### config.mk
export PLATFORM = sky130hd
export DESIGN_NAME = spawn_msg_decoder
export DESIGN_NICKNAME = d
export VERILOG_FILES = /design/src/design/spawn_msg_pkg.sv /design/src/design/slot_tag_pool.sv /design/src/design/spawn_msg_decoder.sv
export VERILOG_INCLUDE_DIRS = /design/src /design/src/design
export SDC_FILE = /design/constraint.sdc
export NUM_CORES = 1
export LEC_CHECK = 0
export BUFFER_PORTS_ARGS = -buffer_cell sky130_fd_sc_hd__buf_2
export CAP_MARGIN = 20
export CORE_MARGIN = 1.5
export CORE_UTILIZATION = 55
export DETAILED_ROUTE_END_ITERATION = 10
export PLACE_DENSITY = 0.86
export SLEW_MARGIN = 20
export SYNTH_ARGS = -nofsm -noshare
export SYNTH_HDL_FRONTEND = slang
export SYNTH_SLANG_ARGS = --single-unit
### constraint.sdc
create_clock -name clock -period 3.5 [get_ports clock]
set_input_delay 0.7 -clock clock [delete_from_list [all_inputs] [get_ports clock]]
set_output_delay 0.7 -clock clock [all_outputs]
set_load 0.01 [all_outputs]
### src/design/spawn_msg_regs.svh
// Constants for the spawn and dereference message decoder.
// Functional notes
// - Slot tag in dword 5 bits 7:0 releases root resources only on dereference.
// - Slot tags handed out are unique among running root threads.
// - Dword 4 bits 15:10 give payload entry count; ignored on dereference.
// - Child spawn initializes payload length plus constant entries registers.
// - Root spawn initializes payload length plus constants plus front-end handle.
// - Zero length: child gets header only; root gets no parent payload. The code gives a child the header plus the constant entries.
// - Dword 4 bits 9:0 is payload entry offset; ignored on dereference.
// - Child spawn uses descriptor pointer dword 2 bits 31:4; else ignored.
// - Dword 2 bits 27:24 select one of sixteen barriers.
// - Dword 2 bits 8:4 is descriptor index from descriptor base.
// - Extended object command uses dword 2 bits 3:0 as dependency colour.
// - Dword 0 bits 27:24 pick the shared-memory 4k block.
// - Device assigns dependency tag in dword 0 bits 23:16; older variants zero.
// - Dword 0 bits 15:0 is child payload or root message handle.
// - Root end-of-thread with children present dereferences the handle; else ignored.
// - Descriptor bit 0: zero release, one spawn.
// - Descriptor bit 1: zero root, one child; release only for root.
// - Descriptor bit 4 on spawn: zero child, one root.
`ifndef SPAWN_MSG_REGS_SVH
`define SPAWN_MSG_REGS_SVH
`define DESC_OPCODE_BIT      0
`define DESC_REQ_KIND_BIT    1
`define DESC_RES_SEL_BIT     4
`define SLOT_TAG_HI          7
`define SLOT_TAG_LO          0
`define PAY_LEN_HI           15
`define PAY_LEN_LO           10
`define PAY_OFF_HI           9
`define PAY_OFF_LO           0
`define DESC_PTR_HI          31
`define DESC_PTR_LO          4
`define BARRIER_SEL_HI       27
`define BARRIER_SEL_LO       24
`define BARRIER_OFF_HI       23
`define BARRIER_OFF_LO       16
`define DESC_IDX_HI          8
`define DESC_IDX_LO          4
`define COLOUR_HI            3
`define COLOUR_LO            0
`define SHM_IDX_HI           27
`define SHM_IDX_LO           24
`define HANDLE_HI            15
`define HANDLE_LO            0
`define SLOT_COUNT           256
`define SLOT_W               8
`define HEADER_REGS          7'h01
`endif

### src/design/spawn_msg_pkg.sv
// Types shared by the spawn and dereference message decoder.
package spawn_msg_pkg;
    typedef logic [255:0] message_t;

    typedef struct packed {
        logic        opcode_spawn;
        logic        req_child;
        logic        res_sel;
        logic        ext_object;
        logic        tag_support;
        logic        children_present;
    } msg_ctrl_s;

    typedef struct packed {
        logic        spawn_child;
        logic        spawn_root;
        logic        release_root;
        logic        deref_handle;
        logic [7:0]  slot_tag;
        logic [7:0]  dependency_tag;
        logic [5:0]  payload_len;
        logic [9:0]  payload_off;
        logic [27:0] desc_ptr;
        logic [3:0]  barrier_selector;
        logic [7:0]  barrier_off;
        logic [4:0]  desc_idx;
        logic [3:0]  colour;
        logic [3:0]  shm_idx;
        logic [15:0] handle;
        logic [6:0]  init_regs;
    } decoded_s;

    typedef enum logic [2:0] {
        ST_IDLE = 3'b001,
        ST_DONE = 3'b010,
        ST_STALL = 3'b100
    } dec_state_e;
endpackage : spawn_msg_pkg

### src/design/slot_tag_pool.sv
// Pool that hands out and takes back unique root thread slot tags.
`timescale 1ns/1ps
`include "spawn_msg_regs.svh"
module slot_tag_pool
(
    input  wire logic            clock,
    input  wire logic            sys_rst,
    input  wire logic            alloc_req,
    input  wire logic            free_req,
    input  wire logic [7:0]      free_tag,
    output logic                 tag_avail,
    output logic [7:0]           alloc_tag
);
    logic [`SLOT_COUNT-1:0] busy_r;
    logic [`SLOT_COUNT-1:0] busy_nxt;
    logic [7:0]             first_free;
    logic                   any_free;

    // Find the lowest free slot.
    always_comb
    begin
        first_free = 8'h00;
        any_free   = 1'b0;
        for (int i = `SLOT_COUNT - 1; i >= 0; i--)
        begin
            if (!busy_r[i])
            begin
                first_free = 8'(i);
                any_free   = 1'b1;
            end
        end
    end

    assign tag_avail = any_free;
    assign alloc_tag = first_free;

    // Busy map: a tag is never granted while it is still held.
    always_comb
    begin
        busy_nxt = busy_r;
        if (free_req)
        begin
            busy_nxt[free_tag] = 1'b0;
        end
        if (alloc_req && any_free)
        begin
            busy_nxt[first_free] = 1'b1;
        end
    end

    // Registers the busy map.
    always_ff @(posedge clock)
    begin
        if (sys_rst)
        begin
            busy_r <= '0;
        end
        else
        begin
            busy_r <= busy_nxt;
        end
    end
endmodule : slot_tag_pool

### src/design/spawn_msg_decoder.sv
// Decoder for the single-register thread spawn and dereference message.
`timescale 1ns/1ps
`include "spawn_msg_regs.svh"
module spawn_msg_decoder
(
    input  wire logic                    clock,
    input  wire logic                    sys_rst,
    input  wire logic                    msg_valid,
    output logic                         msg_ready,
    input  wire spawn_msg_pkg::message_t msg_data,
    input  wire spawn_msg_pkg::msg_ctrl_s msg_ctrl,
    input  wire logic [5:0]              const_entries,
    input  wire logic                    fe_handle_present,
    input  wire logic [7:0]              dep_tag_next,
    output logic                         out_valid,
    output spawn_msg_pkg::decoded_s      out_data
);
    import spawn_msg_pkg::*;

    // =========================================================
    // Field extraction
    // =========================================================
    function automatic logic [31:0] dword(input message_t m, input int idx);
        dword = m[idx*32 +: 32];
    endfunction : dword

    // Sums payload entries, constant entries and one optional extra register.
    // The inputs are at most 63, 63 and 1, so seven bits never overflow.
    function automatic logic [6:0] regs_sum(input logic [6:0] base,
                                            input logic [5:0] consts,
                                            input logic       extra);
        regs_sum = base + 7'(consts) + 7'(extra);
    endfunction : regs_sum

    logic [31:0] dw0;
    logic [31:0] dw2;
    logic [31:0] dw4;
    logic [31:0] dw5;
    assign dw0 = dword(msg_data, 0);
    assign dw2 = dword(msg_data, 2);
    assign dw4 = dword(msg_data, 4);
    assign dw5 = dword(msg_data, 5);

    // =========================================================
    // Raw message fields
    // =========================================================
    logic [7:0]  raw_slot_tag;
    logic [5:0]  raw_pay_len;
    logic [9:0]  raw_pay_off;
    logic [27:0] raw_desc_ptr;
    logic [3:0]  raw_bar_sel;
    logic [7:0]  raw_bar_off;
    logic [4:0]  raw_desc_idx;
    logic [3:0]  raw_colour;
    logic [3:0]  raw_shm_idx;
    logic [15:0] raw_handle;

    // Cuts every field out of its dword whatever the operation is.
    // Whether a field counts is decided only in the decode below, so an
    // ignored field can reach no output through this block.
    always_comb
    begin
        raw_slot_tag = dw5[`SLOT_TAG_HI:`SLOT_TAG_LO];
        raw_pay_len  = dw4[`PAY_LEN_HI:`PAY_LEN_LO];
        raw_pay_off  = dw4[`PAY_OFF_HI:`PAY_OFF_LO];
        raw_desc_ptr = dw2[`DESC_PTR_HI:`DESC_PTR_LO];
        raw_bar_sel  = dw2[`BARRIER_SEL_HI:`BARRIER_SEL_LO];
        raw_bar_off  = dw2[`BARRIER_OFF_HI:`BARRIER_OFF_LO];
        raw_desc_idx = dw2[`DESC_IDX_HI:`DESC_IDX_LO];
        raw_colour   = dw2[`COLOUR_HI:`COLOUR_LO];
        raw_shm_idx  = dw0[`SHM_IDX_HI:`SHM_IDX_LO];
        raw_handle   = dw0[`HANDLE_HI:`HANDLE_LO];
    end

    // =========================================================
    // Register counts
    // =========================================================
    logic [6:0] child_regs;
    logic [6:0] root_regs;

    // A child with no payload still receives its header register, which
    // its parent wrote into the payload; a root with no payload gets only
    // the constants and the front-end handle, its header comes elsewhere.
    always_comb
    begin
        if (raw_pay_len == 6'h00)
        begin
            child_regs = regs_sum(`HEADER_REGS, const_entries, 1'b0);
        end
        else
        begin
            child_regs = regs_sum(7'(raw_pay_len), const_entries, 1'b0);
        end
        root_regs = regs_sum(7'(raw_pay_len), const_entries, fe_handle_present);
    end

    dec_state_e state_r;
    dec_state_e state_nxt;
    decoded_s   out_r;
    decoded_s   out_nxt;
    logic       tag_avail;
    logic [7:0] alloc_tag;
    logic       take;
    logic       is_spawn;
    logic       is_child_spawn;
    logic       is_root_spawn;
    logic       is_release;
    logic       need_tag;

    // Operation decode from the message descriptor bits.
    always_comb
    begin
        is_spawn       = msg_ctrl.opcode_spawn;
        is_child_spawn = is_spawn && !msg_ctrl.res_sel;
        is_root_spawn  = is_spawn && msg_ctrl.res_sel;
        is_release     = !is_spawn && !msg_ctrl.req_child;
        need_tag       = is_root_spawn;
    end

    // A root spawn waits while every slot tag is held.
    assign msg_ready = (state_r == ST_IDLE) && (!need_tag || tag_avail);
    assign take      = msg_valid && msg_ready;

    slot_tag_pool u_pool
    (
        .clock     (clock),
        .sys_rst   (sys_rst),
        .alloc_req (take && need_tag),
        .free_req  (take && is_release),
        .free_tag  (raw_slot_tag),
        .tag_avail (tag_avail),
        .alloc_tag (alloc_tag)
    );

    // =========================================================
    // Decode and register-count computation
    // =========================================================
    always_comb
    begin
        out_nxt = out_r;
        if (take)
        begin
            out_nxt = '0;
            out_nxt.spawn_child  = is_child_spawn;
            out_nxt.spawn_root   = is_root_spawn;
            out_nxt.release_root = is_release;
            if (is_release)
            begin
                out_nxt.slot_tag = raw_slot_tag;
                // Handle is dereferenced only when children exist.
                if (msg_ctrl.children_present)
                begin
                    out_nxt.deref_handle = 1'b1;
                    out_nxt.handle       = raw_handle;
                end
            end
            if (is_spawn)
            begin
                out_nxt.payload_len      = raw_pay_len;
                out_nxt.payload_off      = raw_pay_off;
                out_nxt.handle           = raw_handle;
                out_nxt.barrier_selector = raw_bar_sel;
                out_nxt.barrier_off      = raw_bar_off;
                out_nxt.desc_idx         = raw_desc_idx;
                out_nxt.shm_idx          = raw_shm_idx;
                if (msg_ctrl.ext_object)
                begin
                    out_nxt.colour = raw_colour;
                end
                if (msg_ctrl.tag_support)
                begin
                    out_nxt.dependency_tag = dep_tag_next;
                end
                // Only a child uses the descriptor pointer; a root leaves it zero.
                if (is_root_spawn)
                begin
                    out_nxt.slot_tag  = alloc_tag;
                    out_nxt.init_regs = root_regs;
                end
                else
                begin
                    out_nxt.desc_ptr  = raw_desc_ptr;
                    out_nxt.init_regs = child_regs;
                end
            end
        end
    end

    // State sequence: accept, present one cycle, return to idle.
    always_comb
    begin
        state_nxt = state_r;
        unique case (state_r)
            ST_IDLE:  state_nxt = take ? ST_DONE : ST_IDLE;
            ST_DONE:  state_nxt = ST_IDLE;
            ST_STALL: state_nxt = ST_IDLE;
            default:  state_nxt = ST_IDLE;
        endcase
    end

    // Registers state and decoded fields.
    always_ff @(posedge clock)
    begin
        if (sys_rst)
        begin
            state_r <= ST_IDLE;
            out_r   <= '0;
        end
        else
        begin
            state_r <= state_nxt;
            out_r   <= out_nxt;
        end
    end

    assign out_valid = (state_r == ST_DONE);
    assign out_data  = out_r;
endmodule : spawn_msg_decoder

==> impl_metrics.env <==
export IMPL_async_reset_ff_share_pct=0
export IMPL_drv_slew=0
export IMPL_netlist_area_sq_um=18300
export IMPL_fin_crit_ns=3.49
export IMPL_synth_cells=2195
export IMPL_core_area_sq_um=32600
export IMPL_yosysWarnings=0
export IMPL_grt_max_degree=104
export IMPL_synthTopCellsByArea="dfxtp_1 (40%), o211ai_1 (11%), o31ai_1 (9.9%)"
export IMPL_crit_path_end_kind="output port"
export IMPL_clock_sinks=370
export IMPL_synth_edf_count=0
export IMPL_routabilityCongestion=0.996
export IMPL_dr_pass1_iters=7
export IMPL_synth_distinct_cells=73
export IMPL_leakage_nw=7.35
export IMPL_die_h_um=185
export IMPL_power_mw=9.42
export IMPL_powerDensity_nw_per_um2=430
export IMPL_placed_cell_area_sq_um=20300
export IMPL_route_detailed_drc=0
export IMPL_cts_tree="done"
export IMPL_rsz0062_at_grt="yes"
export IMPL_crit_type="flip-flop to output port"
export IMPL_top_usage_layer="met2"
export IMPL_tightest_slew_ns=1.03
export IMPL_synth_fp_nets=2485
export IMPL_grt_ovfl_total=0
export IMPL_drt_iter0_markers=3261
export IMPL_yosysMostFrequentCell="dfxtp_1"
export IMPL_ant_nets=0
export IMPL_cp_data_arrival_time_ns=2.79
export IMPL_cp_data_required_time_ns=2.80
export IMPL_dp_worst_setup_slack_ns=0.137
export IMPL_synth_top_area_share_pct=40.4
export IMPL_track_usage_pct=40.3
export IMPL_fin_hold_ws_ns=0.361
export IMPL_hold_viol_final=0
export IMPL_crit_end="msg_ready"
export IMPL_fin_ws_ns=0.00900
export IMPL_viasPerCell=7.15
export IMPL_use_met2_pct=58.0
export IMPL_slew_headroom_pct=30.8
export IMPL_setup_viol=0
export IMPL_skew_ns=0.0185
export IMPL_synth_area_per_cell_sq_um=8.34
export IMPL_grt_pass1_wl_um=107000
export IMPL_vias=20433
export IMPL_synth_seq_cells=370
export IMPL_min_path_type="input port to flip-flop"
export IMPL_dieArea_sq_um=34400
export IMPL_htreeDepth=2
export IMPL_io_buffer_count=213
export IMPL_reg2reg_depth=10
export IMPL_synthTopCellsByCount="dfxtp_1 (370), o211ai_1 (268), o31ai_1 (241)"
export IMPL_num_rows=66
export IMPL_rr_startpoint="u_pool.busy_r[92]$_SDFF_PP0_"
export IMPL_final_cell_area_sq_um=21900
export IMPL_ys_flop_type="dfxtp_1"
export IMPL_finalSetupTns_ns=0
export IMPL_r2r_end="u_pool.busy_r[3]$_SDFF_PP0_"
export IMPL_drv_cap=0
export IMPL_cp_max_fo=6
export IMPL_timing_fmax_mhz=286
export IMPL_grtUsageMet3_pct=20.0
export IMPL_synth_top_cell_by_area="dfxtp_1"
export IMPL_r2r_slack_ns=0.12
export IMPL_wl_um=71500
export IMPL_hpwlAfterDp_um=47000
export IMPL_cts_hold_buf=0
export IMPL_clockBufferDepth=3
export IMPL_cts_clk_slew_worst_paths_ns=0.06
export IMPL_fin_nets=2673
export IMPL_antenna_found_initial=4
export IMPL_post_route_period_util_pct=99.7
export IMPL_status="complete, no violations"
export IMPL_ys_seq_area_share_pct=40.4
export IMPL_clockRootBuffer="clkbuf_16"
export IMPL_grt_use_met1_pct=49.8
export IMPL_drive_above_1_share_pct=19.4
export IMPL_critical_path_startpoint="u_pool.busy_r[207]$_SDFF_PP0_"
export IMPL_hold_start="msg_data[13]"
export IMPL_start_util_pct=56.1
export IMPL_nFillCells=2523
export IMPL_clock_latency_ns=0.55
export IMPL_vdd_drop_max_v=0.000461
export IMPL_die_x_um=185
export IMPL_syn_to_final_growth_pct=19.7
export IMPL_grt_pass1_vias=18807
export IMPL_start_kind="flip-flop"
export IMPL_io_pins=394
export IMPL_wl_per_cell_um=25.0
export IMPL_numCtsBuffers=40
[kinds of logic after synthesis]
group	synth area share, %
and+or+nand+nor	19.4
adders and majority gates	0.724
buffers and inverters	5.13
muxes	0.109
AOI/OAI and AO/OA	33.6
DFF	40.4
xor gates and xnor gates	0.574
[layout by cell type, fill, tap and decap left out, drive strengths merged, types with 37 or more instances in the layout]
master,Yosys,routed
clkbuf,144,57
inv,49,51
o211ai,268,268
a21oi,140,140
o21ai,64,64
dfxtp,370,370
buf,44,334
nand3,124,124
nor2,90,90
o31ai,261,261
nand4,121,121
nand2,217,217
nor3,37,37
[stage by stage]
stage	cells	utilization, %
final	2857	67.2
after global routing	2856	67.2
after CTS	2832	66.4
after detailed placement	2760	62.1
after global placement	2760	62.1
after floorplan	2195	-
[per-layer routing]
| layer | share of wire, % | vias up |
|---|---|---|
| met5 | 0.020 | - |
| li1 | - | 8905 |
| met1 | 36 | 9502 |
| met3 | 18 | 369 |
| met2 | 41 | 1655 |
| met4 | 5.3 | 2 |
[worst max-delay path: stages (launching register included)]
cell and delay (ns):
dfxtp_1 0.43, nand4_1 0.23, or4_1 0.55, nor4_2 0.40, and3_4 0.32, a21oi_1 0.15
buf_2 0.17
[state kept, by name (all words and copies together), names as in the netlist]
name and cells:
out_data 112, u_pool.busy_r 256, state_r 2
[worst min-delay path by stage]
| stage | endpoint | slack [ns] | depth (start not counted) |
|---|---|---|---|
| finish | out_data[20]$_SDFFE_PP0N_ | 0.36 | 2 |
| global route | out_data[13]$_SDFFE_PP0N_ | 0.37 | 2 |
| CTS | out_data[20]$_SDFFE_PP0N_ | 0.37 | 2 |
| detailed placement | out_data[30]$_SDFFE_PP0N_ | 0.44 | 2 |
| global placement | out_data[27]$_SDFFE_PP0N_ | 0.44 | 2 |
| floorplan | out_data[108]$_SDFFE_PP0N_ | 0.48 | 2 |
[timing repair]
| item | 4_1_cts | 5_1_grt |
|---|---|---|
| gates resized for setup | 3 | 22 |
| pin swaps | 1 | 23 |
| hold endpoints to repair | 0 | 0 |
| endpoints found under the setup margin | 1 | 152 |
| buffers inserted | 1 | 22 |
[report_power, final]
group	total, mW	leakage (nW)	internal, mW	switching (mW)
registers	4.30	2.99	4.27	0.0341
clock network	4.45	0.666	2.67	1.78
logic	0.677	3.69	0.209	0.468
[final cells by class]
class | instances | area [sq um] | area share [%]
multi-input combinational | 1588 | 10100 | 46.2
sequential | 370 | 7410 | 33.8
timing repair buffer | 334 | 2260 | 10.3
clock buffer | 57 | 1160 | 5.27
tap | 442 | 553 | 2.52
clock inverter | 14 | 208 | 0.947
inverter | 49 | 189 | 0.862
antenna | 3 | 7.51 | 0.0342
Note: power is estimated with default switching activity, not from simulation.
